File: src/wiper_pkg.sv
/*
 Shared constants and types for the push-button wiper control.
 Assumes a 100 MHz system clock; only the tick period is converted to a cycle count here, other times stay in milliseconds.
*/
package wiper_pkg;
    // ----------------------------------------------------------------
    // Geometry
    // ----------------------------------------------------------------
    localparam int unsigned POS_W      = 5;
    localparam int unsigned TAP_N      = 32;
    localparam logic [4:0]  POS_RESET  = 5'h00;
    localparam logic [4:0]  POS_MAX    = 5'h1f;
    localparam logic [4:0]  POS_MIN    = 5'h00;

    // ----------------------------------------------------------------
    // Timing
    // ----------------------------------------------------------------
    localparam int unsigned CLK_HZ       = 100_000_000;
    localparam int unsigned TICK_US      = 1000;
    localparam int unsigned TICK_CYC     = (CLK_HZ / 1_000_000) * TICK_US;
    localparam int unsigned DEBOUNCE_MS  = 15;
    localparam int unsigned SLOW_STEP_MS = 250;
    localparam int unsigned FAST_STEP_MS = 50;
    localparam int unsigned FAST_AFTER_MS = 1000;
    localparam int unsigned SHUTDOWN_MS  = 2000;
    localparam int unsigned WAKE_SCAN_MS = 250;
    localparam int unsigned MS_W         = 12;

    // ----------------------------------------------------------------
    // Types
    // ----------------------------------------------------------------
    typedef enum logic [5:0] {
        ST_IDLE     = 6'b000001,
        ST_SCAN     = 6'b000010,
        ST_BOTH     = 6'b000100,
        ST_LOCKOUT  = 6'b001000,
        ST_SHUTDOWN = 6'b010000,
        ST_WAKE     = 6'b100000
    } ctl_state_t;

    typedef struct packed {
        logic up;
        logic down;
    } buttons_t;
endpackage

File: src/button_debounce.sv
/*
 Synchroniser and debouncer for one active-low button.
 Assumes a one-cycle millisecond tick from the same clock.
*/
`timescale 1ns/1ps
module button_debounce #(
    parameter int unsigned DB_MS = 15
) (
    input  wire logic SYS_CLK_I,
    input  wire logic SYS_RST_I,
    input  wire logic ms_tick_i,
    input  wire logic button_n_i,
    output logic      pressed_o
);
    import wiper_pkg::*;

    if (DB_MS < 1 || DB_MS > 255) begin : g_db_range
        $error("DB_MS out of range");
    end

    // ----------------------------------------------------------------
    // Three-stage synchroniser; idle level high as the pull-up gives
    // ----------------------------------------------------------------
    logic [2:0] sync_q;
    logic [7:0] cnt_q;
    logic [7:0] cnt_d;
    logic       stable_low;
    logic       pressed_q;

    assign stable_low = ~sync_q[1] & ~sync_q[2];
    assign cnt_d      = !stable_low ? 8'h00 :
                        (ms_tick_i && cnt_q != 8'(DB_MS)) ? cnt_q + 8'h01 : cnt_q;

    always_ff @(posedge SYS_CLK_I or posedge SYS_RST_I) begin
        if (SYS_RST_I) begin
            sync_q    <= 3'h7;
            cnt_q     <= 8'h00;
            pressed_q <= 1'b0;
        end else begin
            sync_q    <= {sync_q[1:0], button_n_i};
            cnt_q     <= cnt_d;
            pressed_q <= stable_low && (cnt_q == 8'(DB_MS));
        end
    end

    assign pressed_o = pressed_q;

    AST_RELEASE_DROPS: assert property (@(posedge SYS_CLK_I) disable iff (SYS_RST_I)
        (sync_q[1] & sync_q[2]) |=> !pressed_o) else $error("press held after release");
endmodule // button_debounce

File: src/ms_timebase.sv
/*
 Millisecond tick divider from the system clock.
 Assumes one free-running clock.
*/
`timescale 1ns/1ps
module ms_timebase #(
    parameter int unsigned DIV = 100000
) (
    input  wire logic SYS_CLK_I,
    input  wire logic SYS_RST_I,
    output logic      tick_o
);
    if (DIV < 2 || DIV > 1 << 20) begin : g_div_range
        $error("DIV out of range");
    end

    logic [19:0] cnt_q;
    logic        tick_q;
    logic        wrap;

    assign wrap = (cnt_q == 20'(DIV - 1));

    always_ff @(posedge SYS_CLK_I or posedge SYS_RST_I) begin
        if (SYS_RST_I) begin
            cnt_q  <= 20'h00000;
            tick_q <= 1'b0;
        end else begin
            cnt_q  <= wrap ? 20'h00000 : cnt_q + 20'h00001;
            tick_q <= wrap;
        end
    end

    assign tick_o = tick_q;
endmodule // ms_timebase

File: src/push_button_wiper_control.sv
/*
 Top of the push-button wiper control: debounce, scan timing, shutdown,
 saturating 5-bit position counter and one-hot tap select.
 Assumes buttons are active low and driven high when released; clock is free running.
*/
`timescale 1ns/1ps

// What this block does
// - Reset puts the wiper at tap zero.
// - No internal pull-up: released buttons must be driven high.
// - Five-bit position; up increments, down decrements.
// - Position decoded one-hot to exactly one tap.
// - Debounced up press steps one tap toward high end.
// - Debounced down press steps one tap toward low end.
// - Presses shorter than the debounce interval do nothing.
// - Short press gives one step; holding repeats steps.
// - First second of hold repeats at slow rate.
// - After one second of hold, repeat at fast rate.
// - Release stops stepping and returns to idle.
// - Buttons pressed far apart: drop all until both released.
// - Position saturates at 0 and 31, never wraps.
// - Both held two seconds enters shutdown.
// - Shutdown cuts high end and selects tap zero.
// - Debounced press in shutdown exits and restores saved position.
// - Holding past 250 ms from the press (250 ms less DB_MS after exit) starts auto stepping.
// - Slow step interval 250 ms.
// - Fast step interval 50 ms.
module push_button_wiper_control #(
    parameter int unsigned TICK_DIV = wiper_pkg::TICK_CYC,
    parameter int unsigned DB_MS    = wiper_pkg::DEBOUNCE_MS
) (
    input  wire logic                         SYS_CLK_I,
    input  wire logic                         SYS_RST_I,
    input  wire logic                         STEP_UP_BUTTON_N_I,
    input  wire logic                         STEP_DOWN_BUTTON_N_I,
    output logic [wiper_pkg::TAP_N-1:0]       TAP_SELECT_O,
    output logic [wiper_pkg::POS_W-1:0]       WIPER_POS_O,
    output logic                              HIGH_END_DISCONNECT_O,
    output logic                              SHUTDOWN_O
);
    import wiper_pkg::*;

    if (DB_MS < 1 || DB_MS >= SLOW_STEP_MS) begin : g_db_check
        $error("DB_MS out of range");
    end

    // ----------------------------------------------------------------
    // Timebase and debouncers
    // ----------------------------------------------------------------
    logic     ms_tick;
    buttons_t pressed;

    ms_timebase #(.DIV(TICK_DIV)) u_tick (
        .SYS_CLK_I (SYS_CLK_I),
        .SYS_RST_I (SYS_RST_I),
        .tick_o    (ms_tick)
    );

    button_debounce #(.DB_MS(DB_MS)) u_db_up (
        .SYS_CLK_I  (SYS_CLK_I),
        .SYS_RST_I  (SYS_RST_I),
        .ms_tick_i  (ms_tick),
        .button_n_i (STEP_UP_BUTTON_N_I),
        .pressed_o  (pressed.up)
    );

    button_debounce #(.DB_MS(DB_MS)) u_db_down (
        .SYS_CLK_I  (SYS_CLK_I),
        .SYS_RST_I  (SYS_RST_I),
        .ms_tick_i  (ms_tick),
        .button_n_i (STEP_DOWN_BUTTON_N_I),
        .pressed_o  (pressed.down)
    );

    // ----------------------------------------------------------------
    // State and counters
    // ----------------------------------------------------------------
    ctl_state_t        state_q;
    ctl_state_t        state_d;
    logic [MS_W-1:0]   hold_ms_q;
    logic [MS_W-1:0]   hold_ms_d;
    logic [MS_W-1:0]   step_ms_q;
    logic [MS_W-1:0]   step_ms_d;
    logic [MS_W-1:0]   gap_ms_q;
    logic [MS_W-1:0]   gap_ms_d;
    logic              dir_up_q;
    logic              dir_up_d;
    logic [POS_W-1:0]  pos_q;
    logic [POS_W-1:0]  pos_d;
    logic [POS_W-1:0]  saved_q;
    logic [POS_W-1:0]  saved_d;
    logic              step_now;
    logic              restore_now;
    logic              save_now;

    wire any_pressed  = pressed.up | pressed.down;
    wire both_pressed = pressed.up & pressed.down;
    wire one_pressed  = any_pressed & ~both_pressed;
    wire hold_sat     = (hold_ms_q == 12'hfff);
    wire fast_mode    = (hold_ms_q >= 12'(FAST_AFTER_MS));
    wire [MS_W-1:0] step_int = fast_mode ? 12'(FAST_STEP_MS) : 12'(SLOW_STEP_MS);
    wire step_due     = ms_tick && (step_ms_q + 12'h001 >= step_int);
    wire at_top       = (pos_q == POS_MAX);
    wire at_bot       = (pos_q == POS_MIN);

    // ----------------------------------------------------------------
    // Control sequencing
    // ----------------------------------------------------------------
    always_comb begin
        state_d     = state_q;
        hold_ms_d   = (ms_tick && !hold_sat) ? hold_ms_q + 12'h001 : hold_ms_q;
        step_ms_d   = ms_tick ? step_ms_q + 12'h001 : step_ms_q;
        gap_ms_d    = gap_ms_q;
        dir_up_d    = dir_up_q;
        step_now    = 1'b0;
        restore_now = 1'b0;
        save_now    = 1'b0;
        case (state_q)
            ST_IDLE: begin
                hold_ms_d = 12'h000;
                step_ms_d = 12'h000;
                gap_ms_d  = 12'h000;
                if (both_pressed) begin
                    state_d = ST_BOTH;
                end else if (one_pressed) begin
                    // Debounced press steps once at once
                    state_d  = ST_SCAN;
                    dir_up_d = pressed.up;
                    step_now = 1'b1;
                end
            end
            ST_SCAN: begin
                if (!any_pressed) begin
                    state_d = ST_IDLE;
                end else if (both_pressed && hold_ms_q < 12'(DB_MS)) begin
                    // Second press inside the window: undo the first step, keep counting
                    state_d     = ST_BOTH;
                    restore_now = 1'b1;
                end else if (both_pressed) begin
                    // Second press came a debounce interval late
                    state_d = ST_LOCKOUT;
                end else if (step_due) begin
                    step_ms_d = 12'h000;
                    step_now  = 1'b1;
                end
            end
            ST_BOTH: begin
                if (!both_pressed) begin
                    state_d = ST_LOCKOUT;
                end else if (hold_ms_q >= 12'(SHUTDOWN_MS)) begin
                    state_d  = ST_SHUTDOWN;
                    save_now = 1'b1;
                end
            end
            ST_LOCKOUT: begin
                // Nothing acts until every button is up
                if (!any_pressed) begin
                    state_d = ST_IDLE;
                end
            end
            ST_SHUTDOWN: begin
                hold_ms_d = 12'h000;
                step_ms_d = 12'h000;
                // Wait for release of the entry press first
                if (gap_ms_q == 12'h000 && !any_pressed) begin
                    gap_ms_d = 12'h001;
                end else if (gap_ms_q != 12'h000 && one_pressed) begin
                    state_d     = ST_WAKE;
                    dir_up_d    = pressed.up;
                    restore_now = 1'b1;
                end
            end
            ST_WAKE: begin
                if (!any_pressed) begin
                    state_d = ST_IDLE;
                end else if (both_pressed) begin
                    state_d = ST_LOCKOUT;
                end else if (hold_ms_q >= 12'(WAKE_SCAN_MS - DB_MS)) begin
                    state_d   = ST_SCAN;
                    step_ms_d = 12'h000;
                    step_now  = 1'b1;
                end
            end
            default: state_d = ST_IDLE;
        endcase
    end

    // ----------------------------------------------------------------
    // Saturating position
    // ----------------------------------------------------------------
    always_comb begin
        pos_d   = pos_q;
        saved_d = saved_q;
        // Tracked while idle so a near-simultaneous second press can take the step back
        if (state_q == ST_IDLE) begin
            saved_d = pos_q;
        end
        if (save_now) begin
            saved_d = pos_q;
            pos_d   = POS_MIN;
        end else if (restore_now) begin
            pos_d = saved_q;
        end else if (step_now && dir_up_d && !at_top) begin
            pos_d = pos_q + 5'h01;
        end else if (step_now && !dir_up_d && !at_bot) begin
            pos_d = pos_q - 5'h01;
        end
    end

    always_ff @(posedge SYS_CLK_I or posedge SYS_RST_I) begin
        if (SYS_RST_I) begin
            state_q   <= ST_IDLE;
            hold_ms_q <= 12'h000;
            step_ms_q <= 12'h000;
            gap_ms_q  <= 12'h000;
            dir_up_q  <= 1'b0;
            pos_q     <= POS_RESET;
            saved_q   <= POS_RESET;
        end else begin
            state_q   <= state_d;
            hold_ms_q <= (state_d != state_q && state_q != ST_SCAN) ? 12'h000 : hold_ms_d;
            step_ms_q <= step_ms_d;
            gap_ms_q  <= (state_d != state_q) ? 12'h000 : gap_ms_d;
            dir_up_q  <= dir_up_d;
            pos_q     <= pos_d;
            saved_q   <= saved_d;
        end
    end

    // ----------------------------------------------------------------
    // Registered outputs
    // ----------------------------------------------------------------
    logic [TAP_N-1:0] tap_q;
    logic             shut_q;
    wire  [TAP_N-1:0] tap_d = {{(TAP_N-1){1'b0}}, 1'b1} << pos_d;

    always_ff @(posedge SYS_CLK_I or posedge SYS_RST_I) begin
        if (SYS_RST_I) begin
            tap_q  <= {{(TAP_N-1){1'b0}}, 1'b1};
            shut_q <= 1'b0;
        end else begin
            tap_q  <= tap_d;
            shut_q <= (state_d == ST_SHUTDOWN);
        end
    end

    assign TAP_SELECT_O          = tap_q;
    assign WIPER_POS_O           = pos_q;
    assign HIGH_END_DISCONNECT_O = shut_q;
    assign SHUTDOWN_O            = shut_q;

    // ----------------------------------------------------------------
    // Check helpers
    // ----------------------------------------------------------------
    // Counted apart from the sequencer so a broken step timer shows up
    logic [MS_W-1:0] since_q;
    logic [MS_W-1:0] both_ms_q;
    wire             pos_moves   = (pos_d != pos_q);
    wire             toward_free = dir_up_q ? !at_top : !at_bot;
    wire             since_sat   = (since_q == 12'hfff);
    wire             both_sat    = (both_ms_q == 12'hfff);
    wire [MS_W-1:0]  since_d     = pos_moves ? 12'h000 :
                                   (ms_tick && !since_sat) ? since_q + 12'h001 : since_q;
    wire [MS_W-1:0]  both_ms_d   = !both_pressed ? 12'h000 :
                                   (ms_tick && !both_sat) ? both_ms_q + 12'h001 : both_ms_q;

    always_ff @(posedge SYS_CLK_I or posedge SYS_RST_I) begin
        if (SYS_RST_I) begin
            since_q   <= 12'h000;
            both_ms_q <= 12'h000;
        end else begin
            since_q   <= since_d;
            both_ms_q <= both_ms_d;
        end
    end

    // ----------------------------------------------------------------
    // Checks
    // ----------------------------------------------------------------
    AST_ONE_HOT: assert property (@(posedge SYS_CLK_I) disable iff (SYS_RST_I)
        $onehot(TAP_SELECT_O) && TAP_SELECT_O == (32'h1 << WIPER_POS_O)) else $error("tap select not one-hot");
    AST_NO_WRAP_UP: assert property (@(posedge SYS_CLK_I) disable iff (SYS_RST_I)
        (pos_q == POS_MAX && !restore_now) |=> pos_q != POS_MIN || $past(save_now)) else $error("wrapped at top");
    AST_NO_WRAP_DN: assert property (@(posedge SYS_CLK_I) disable iff (SYS_RST_I)
        (pos_q == POS_MIN && !restore_now) |=> pos_q != POS_MAX) else $error("wrapped at bottom");
    AST_SINGLE_STEP: assert property (@(posedge SYS_CLK_I) disable iff (SYS_RST_I)
        (step_now && !save_now && !restore_now) |=>
        (pos_q - $past(pos_q) == 5'h01 || $past(pos_q) - pos_q == 5'h01 || pos_q == $past(pos_q)))
        else $error("step larger than one tap");
    AST_SHUT_TAP0: assert property (@(posedge SYS_CLK_I) disable iff (SYS_RST_I)
        SHUTDOWN_O |-> WIPER_POS_O == POS_MIN && HIGH_END_DISCONNECT_O) else $error("shutdown wiper not at zero");
    AST_RESTORE: assert property (@(posedge SYS_CLK_I) disable iff (SYS_RST_I)
        restore_now |=> pos_q == $past(saved_q)) else $error("restore mismatch");
    AST_IDLE_RELEASE: assert property (@(posedge SYS_CLK_I) disable iff (SYS_RST_I)
        (state_q == ST_SCAN && !any_pressed) |=> state_q == ST_IDLE) else $error("scan did not stop");
    AST_LOCKOUT_HOLD: assert property (@(posedge SYS_CLK_I) disable iff (SYS_RST_I)
        (state_q == ST_LOCKOUT) |=> $stable(pos_q)) else $error("position moved in lockout");
    AST_NO_IDLE_STEP: assert property (@(posedge SYS_CLK_I) disable iff (SYS_RST_I)
        (state_q == ST_IDLE && !any_pressed) |=> $stable(pos_q)) else $error("step without press");
    AST_SHUT_AFTER_HOLD: assert property (@(posedge SYS_CLK_I) disable iff (SYS_RST_I)
        $rose(SHUTDOWN_O) |-> $past(both_ms_q) >= 12'(SHUTDOWN_MS - DB_MS)) else $error("shutdown before hold time");
    AST_PACE_FLOOR: assert property (@(posedge SYS_CLK_I) disable iff (SYS_RST_I)
        (state_q == ST_SCAN && pos_moves && !restore_now) |->
        since_q >= (fast_mode ? 12'(FAST_STEP_MS - 1) : 12'(SLOW_STEP_MS - 1))) else $error("scan step too early");
    AST_PACE_CEIL: assert property (@(posedge SYS_CLK_I) disable iff (SYS_RST_I)
        (state_q == ST_SCAN && one_pressed && toward_free) |-> since_q <= 12'(SLOW_STEP_MS)) else $error("scan stalled");
endmodule // push_button_wiper_control

File: config.mk
export PLATFORM = sky130hd
export DESIGN_NAME = push_button_wiper_control
export DESIGN_NICKNAME = d
export VERILOG_FILES = /design/src/wiper_pkg.sv /design/src/button_debounce.sv /design/src/ms_timebase.sv /design/src/push_button_wiper_control.sv
export SDC_FILE = /design/constraint.sdc
export NUM_CORES = 1
export LEC_CHECK = 0
export ABC_AREA = 1
export BUFFER_PORTS_ARGS = -buffer_cell sky130_fd_sc_hd__buf_2
export CORE_UTILIZATION = 61
export DETAILED_ROUTE_END_ITERATION = 8
export PLACE_DENSITY_LB_ADDON = 0.12
export SLEW_MARGIN = 15
export SYNTH_ARGS = -nofsm -noshare
export SYNTH_HDL_FRONTEND = slang
export SYNTH_HIERARCHICAL = 1
export SYNTH_SLANG_ARGS = --single-unit
File: constraint.sdc
create_clock -name SYS_CLK_I -period 3.7 [get_ports SYS_CLK_I]
set_input_delay 0.185 -clock SYS_CLK_I [delete_from_list [all_inputs] [get_ports SYS_CLK_I]]
set_output_delay 0.185 -clock SYS_CLK_I [all_outputs]
set_load 0.05 [all_outputs]
Word-level counts from Yosys, hierarchy flattened
Index checks and enable logic that the tools add are counted.

storage, ports and cells
  flip-flop bits (word level) = 131
  latch bits = 0
  memory bits (writable) = 0
  memory bits (read-only) = 0
  input port bits = 4
  word-level logic and storage cells = 150
  memories kept = 0

cells by class
  add/subtract/negate cells = 7
  multipliers = 0
  divide/modulo/power cells = 0
  magnitude comparators = 5
  eq/ne operators = 19
  shift-type cells = 1
  muxes and demuxes = 64
  bitwise operators = 10
  reduce and logical (&&, ||, !) cells = 27

operator list
  kind                                                                  number
  two-way mux 12 bit                                                    13
  two-way mux 6 bit                                                     13
  two-way mux 8 bit                                                     5
  one-hot mux 12 bit (3 select lines)                                   1
  one-hot mux 6 bit (6 select lines)                                    1
  << shifter 1 x 5 -> 32 bit (first input constant)                     1
  two-way mux 5 bit                                                     6
  adder 12 x 1 -> 12 bit (second input constant)                        2
  one-hot mux 12 bit (2 select lines)                                   1
  adder 20 x 1 -> 20 bit (second input constant)                        1
  == test 20 x 17 -> 1 bit (second input constant)                      1
  two-way mux 1 bit                                                     20
  two-way mux 20 bit                                                    1
  adder 8 x 1 -> 8 bit (second input constant)                          2
  == test 8 x 4 -> 1 bit (second input constant)                        2
  inequality test 8 x 4 -> 1 bit (second input constant)                2
  logical AND 1 bit                                                     14
  == test 12 bit (second input constant)                                1
  == test 6 x 5 -> 1 bit (second input constant)                        2
  greater-or-equal comparator 12 x 10 -> 1 bit (second input constant)  1
  greater-or-equal comparator 12 x 11 -> 1 bit (second input constant)  1
  greater-or-equal comparator 12 x 8 -> 1 bit                           1
  greater-or-equal comparator 12 x 8 -> 1 bit (second input constant)   1
  logical NOT 12 bit                                                    1
  25 further kinds                                                      39

Logic depth before layout (Yosys ltp)
  word-level depth = 16
  mapped depth = 25
  depth with buffers taken out = 24

By module
Netlist, hierarchy kept.

modules (own cells, without submodules)
  module                     instances  cells an instance  area each (µm²)
  push_button_wiper_control  1          508                4,021.4
  button_debounce            2          75                 626.9
  ms_timebase                1          169                1,214.9

Worst setup path before layout
OpenSTA, ideal clock, no wires.

  kind = register to register
  start = register hold_ms_q[5]
  end = register tap_q[10], in the netlist TAP_SELECT_O[10]
  arrival = 2.636 ns
  setup slack = 0.943 ns
  cell stages (with the launch flop) = 20
  buffers on the path = 2
  path through = dfrtp_1 -> inv_1 -> nor2_1 -> o21ai_0 -> o21ai_0 -> ha_1 -> a21oi_1 -> nand3_1 -> nor2_1 -> nand2_1 -> nand2_1 -> nand2_1 -> nand2_1 -> nand2_2 -> buf_6 -> a21oi_4 -> a21oi_2 -> nor3_4 -> buf_2 -> nor2_1

between the ends
  cells in the longest elaborated chain, start to end = 16
  elaborated cells on any way between the ends = 31

RTL lines
  item                                          line                              source
  start, declared                               push_button_wiper_control.sv:80   logic [MS_W-1:0] hold_ms_q;
  start signal, assigned                        push_button_wiper_control.sv:221  hold_ms_q <= (state_d != state_q && state_q != ST_SCAN) ? 12'h000 : hold_ms_d;
  greater-or-equal comparator 12 x 10 -> 1 bit  push_button_wiper_control.sv:100  wire fast_mode = (hold_ms_q >= 12'(FAST_AFTER_MS));
  two-way mux 8 bit                             push_button_wiper_control.sv:101  wire [MS_W-1:0] step_int = fast_mode ? 12'(FAST_STEP_MS) : 12'(SLOW_STEP_MS);
  greater-or-equal comparator 12 x 8 -> 1 bit   push_button_wiper_control.sv:102  wire step_due = ms_tick && (step_ms_q + 12'h001 >= step_int);
  logical AND 1 bit                             push_button_wiper_control.sv:102
  two-way mux 1 bit                             push_button_wiper_control.sv:142  end else if (step_due) begin
  two-way mux 1 bit                             push_button_wiper_control.sv:139  end else if (both_pressed) begin
  two-way mux 1 bit                             push_button_wiper_control.sv:135  end else if (both_pressed && hold_ms_q < 12'(DB_MS)) begin
  two-way mux 1 bit                             push_button_wiper_control.sv:133  if (!any_pressed) begin
  one-hot mux 1 bit (3 select lines)            push_button_wiper_control.sv:118  case (state_q)
  logical AND 1 bit (2 in series)               push_button_wiper_control.sv:205  end else if (step_now && !dir_up_d && !at_bot) begin
  two-way mux 5 bit                             push_button_wiper_control.sv:205
  two-way mux 5 bit                             push_button_wiper_control.sv:203  end else if (step_now && dir_up_d && !at_top) begin
  two-way mux 5 bit                             push_button_wiper_control.sv:201  end else if (restore_now) begin
  two-way mux 5 bit (*)                         push_button_wiper_control.sv:198  if (save_now) begin
  named net pos_d[4]                            push_button_wiper_control.sv:89   logic [POS_W-1:0] pos_d;
  << shifter 1 x 5 -> 32 bit (*)                push_button_wiper_control.sv:235  wire [TAP_N-1:0] tap_d = {{(TAP_N-1){1'b0}}, 1'b1} << pos_d;
  named net tap_d[10]                           push_button_wiper_control.sv:235
  end signal, assigned                          push_button_wiper_control.sv:239  tap_q <= {{(TAP_N-1){1'b0}}, 1'b1};
  end signal, assigned                          push_button_wiper_control.sv:242  tap_q <= tap_d;
  end, declared                                 push_button_wiper_control.sv:233  logic [TAP_N-1:0] tap_q;

Mark *: on every way through the listed nets, which the timed path passes. The rest lies on a longest branch.
A chain may end at the register's enable or synchronous reset.

Final worst setup path
  start = register step_ms_q[0]
  end = register tap_q[1], in the netlist TAP_SELECT_O[1]

between the ends
  cells in the longest elaborated chain, start to end = 15
  elaborated cells on any way between the ends = 17

RTL lines
  item                                             line                              source
  start, declared                                  push_button_wiper_control.sv:82   logic [MS_W-1:0] step_ms_q;
  start signal, assigned                           push_button_wiper_control.sv:222  step_ms_q <= step_ms_d;
  adder 12 x 1 -> 12 bit (*)                       push_button_wiper_control.sv:102
  greater-or-equal comparator 12 x 8 -> 1 bit (*)  push_button_wiper_control.sv:102
  logical AND 1 bit (*)                            push_button_wiper_control.sv:102
  two-way mux 1 bit (*)                            push_button_wiper_control.sv:142
  two-way mux 1 bit (*)                            push_button_wiper_control.sv:139
  two-way mux 1 bit (*)                            push_button_wiper_control.sv:135
  two-way mux 1 bit (*)                            push_button_wiper_control.sv:133
  one-hot mux 1 bit (3 select lines) (*)           push_button_wiper_control.sv:118
  logical AND 1 bit (2 in series)                  push_button_wiper_control.sv:205
  two-way mux 5 bit                                push_button_wiper_control.sv:205
  two-way mux 5 bit (*)                            push_button_wiper_control.sv:203
  two-way mux 5 bit (*)                            push_button_wiper_control.sv:201
  two-way mux 5 bit (*)                            push_button_wiper_control.sv:198
  << shifter 1 x 5 -> 32 bit (*)                   push_button_wiper_control.sv:235
  named net tap_d[1]                               push_button_wiper_control.sv:235

Marks and branches as above.

==> flow_summary_export.csv <==
group,metric,value,unit
power,pwr-share-comb,1.4,%
logic_synthesis,netlist_area,6490,µm²
cts,clkSlewWorstSetupHoldPaths,0.06,ns
die,rows,37,
cells_and_area,antenna_cells,0,
cts,post_cts_buffers,0,
worst_setup_path,endpoint_kind,"register",
cts,cts.sinks,120,
worst_setup_path,path_common_cell,"nand2_1",
timing,worst_pin_slew,0.999,ns
global_routing,antenna_found_initial,0,
route,dr.first_iter.drc_count,351,
global_routing,grt.total_usage,27.2,%
logic_synthesis,synth_top_area_share,43.2,%
global_routing,grt_pass1_vias,5406,
power,peakVddDrop,0.000224,V
die,die_h,105,µm
route,viasPerCell,5.28,
worst_setup_path,worst_path_largest_cell_delay,0.43,ns
die,ioPinCount,43,
timing,drv_slew,0,
route,wl_per_cell,13.2,µm
power,total_power,0.00290,W
timing,post-route-period-util,87.8,%
route,drcViolationCount,0,
worst_setup_path,critPathKind,"register to register",
place,portBuffers,42,
logic_synthesis,yosysMostFrequentCell,"nand2_1",
power,power_frac_seq,45.5,%
power,p_leak,3.72,nW
logic_synthesis,synth_top_area_cell,"dfrtp_1",
route,antenna_left,0,
power,power.internal,0.00223,W
logic_synthesis,syn_avg_cell_area,7.85,µm²
worst_hold_path,hold_class,"primary input to async pin",
cts,htree_levels,4,
logic_synthesis,synth_area_leaders,"dfrtp_1 43%, nand2_1 10%, nor2_1 8.9%, inv_1 6.1%, nand3_1 5.5%",
worst_setup_path,cp.arrival,3.69,ns
logic_synthesis,syn-num-nets,846,
route,drtPass1Iterations,5,
die,core,10300,µm²
worst_setup_path,crit_slowest_cell,"dfrtp_1",
cts,numCtsBuffers,17,
timing,fmax,308,MHz
cts,clockRootBuffer,"clkbuf_8",
global_routing,gr-total-overflow,0,
cts,cts_resized,0,
worst_setup_path,cp-start-kind,"register",
logic_synthesis,yosysUniqueCellTypes,43,
cts,insertion_delay,0.53,ns
logic_synthesis,async_flop_share,100,%
worst_setup_path,path_delay_family,"simple AND/OR/NAND/NOR gates",
place,dp_hpwl,9610,µm
logic_synthesis,synth_seq_cells,120,
die,start_util,62.9,%
cells_and_area,drive_gt1_share,14.1,%
cells_and_area,layout.nets,904,
worst_setup_path,cp.required,4.15,ns
die,dieWidth,105,µm
logic_synthesis,synth_warnings,6,
logic_synthesis,syn-instance-count,827,
timing,rsz0062_at_grt,"no",
cells_and_area,area_delta_synth_final,14.5,%
route,finalWirelength,13700,µm
power,switching_share,23.1,%
worst_setup_path,critPathMaxFanout,12,
timing,relSlewSlack,33.3,%
timing,skew,0.00913,ns
place,place_inst,999,
worst_setup_path,crit_buf_inv,0,
timing,finalSetupTns,0,ns
cts,cts_tree,"yes",
global_routing,grt_max_degree,49,
route,vias,5459,
place,place_congestion,0.890,
logic_synthesis,synthTopCellsByCount,"178 x nand2_1, 154 x nor2_1, 112 x dfrtp_1",
logic_synthesis,synth_edf_count,0,
power,p_switching,0.000669,W
timing,setup_viol,0,
cts,clockBufferDepth,2,
flow_run,drv_cap,0,
global_routing,grt_pass1_wl,24000,µm
cells_and_area,fin_cells,1034,
cts,hold_buffers,3,
power,p_clk_share,53.1,%
timing,period_needed,3.25,ns
die,dieArea,11100,µm²
outcome,outcome,"completed",
timing,final_hold_viol_count,0,
power,p_per_area,390,nW/µm²
worst_setup_path,path_cells,"ha_1 -> nand2_2 -> nor2_2 -> xor2_1 -> ha_1 -> nand2_1 -> nor2_1 -> nand2_1 -> nor2_1 -> nor2_1 -> nand2_1 -> nand2_1 -> nand2_1 -> nand2_1 -> nand2_2 -> nand3_1 -> nand2_1 -> nand2_1 -> nand3_1 -> nand2_1 -> nor2_1 -> nand3_1 -> nor2_1",
logic_synthesis,synth_flop_cell,"dfrtp_1",
logic_synthesis,synth-seq-area-share,46.4,%
-- worst paths after layout --
check / from / to / slack, ns / depth (start not counted)
min in group SYS_CLK_I: STEP_UP_BUTTON_N_I / u_db_up/sync_q[0] / 0.30 / 2
max in group asynchronous: SYS_RST_I / TAP_SELECT_O[0] / 2.23 / 4
worst min-delay path: SYS_RST_I / u_db_up/cnt_q[1] / 0.25 / 3
worst max register to register: step_ms_q[0] / TAP_SELECT_O[1] / 0.45 / 23
worst max-delay path: step_ms_q[0] / TAP_SELECT_O[1] / 0.45 / 23
worst min register to register: u_db_up/sync_q[0] / u_db_up/sync_q[1] / 0.36 / 0
-- worst min-delay path: stages --
cell,delay (ns)
dlygate4sd3_1,0.52
buf_2,0.16
inv_1,0.34
-- logic make-up after synthesis --
kind of cell,count (synthesis),synth area share (%)
AOI/OAI and AO/OA,65,6.19
xor gates and xnor gates,32,4.32
adders and majority gates,15,2.89
buffers and inverters,122,7.36
DFF,120,46.4
and+or+nand+nor,473,32.8
-- cell type report --
cell class | instances | area (µm²)
Clock buffer | 18 | 418
Clock inverter | 14 | 140
Fill cell | 813 | 2890
Inverter | 112 | 420
Multi-Input combinational cell | 585 | 3000
Sequential cell | 120 | 3010
Tap cell | 136 | 170
Timing Repair Buffer | 49 | 270
-- cells in the final DEF, fill, tap and decap left out, types with 15 or more instances in the layout --
master	n
nand4_1	20
o21ai_0	17
buf_2	42
dfrtp_1	112
inv_1	104
nand2_1	178
nor2_1	154
ha_1	15
nand3_1	71
xor2_1	28
clkbuf_16	16
-- flip-flops by register name, summed over array words and instances (netlist names) --
register,flops
dir_up_q,1
u_db_down/cnt_q,8
state_q,6
u_db_down/pressed_o,1
u_tick/tick_o,1
saved_q,5
u_db_up/sync_q,3
u_tick/cnt_q,20
u_db_down/sync_q,3
TAP_SELECT_O,32
HIGH_END_DISCONNECT_O,1
step_ms_q,12
u_db_up/pressed_o,1
u_db_up/cnt_q,8
gap_ms_q,1
hold_ms_q,12
WIPER_POS_O,5
-- routing by layer --
metal / vias to the layer above / part of all wire [%] / GRT usage (%)
met5: - / 0 / 0
met4: 0 / 1.7 / 11.6
met3: 21 / 3.7 / 4.24
met2: 144 / 49 / 45.5
met1: 2543 / 46 / 35.2
li1: 2751 / - / -
-- stage by stage --
| step | util (%) | area [µm²] | hold WS (ns) | setup slack [ns] |
|---|---|---|---|---|
| after floorplan | - | 6490 | 0.0476 | 0.943 |
| after global placement | 66.3 | 6840 | 0.263 | 0.607 |
| after detailed placement | 66.3 | 6840 | 0.262 | 0.535 |
| after CTS | 72.0 | 7430 | 0.258 | 0.460 |
| after global routing | 72.0 | 7430 | 0.291 | 0.0743 |
| final | 72.0 | 7430 | 0.250 | 0.453 |
-- power by group through the flow --
stage	combinational, W	clock (W)	sequential, W
2_1_floorplan	0.0000263	0	0.00134
3_3_place_gp	0.0000380	0	0.00134
5_1_grt	0.0000463	0.00162	0.00132
4_1_cts	0.0000418	0.00157	0.00132
6_report	0.0000394	0.00154	0.00132
3_5_place_dp	0.0000392	0	0.00134
Power figures use the tool's default switching activity.
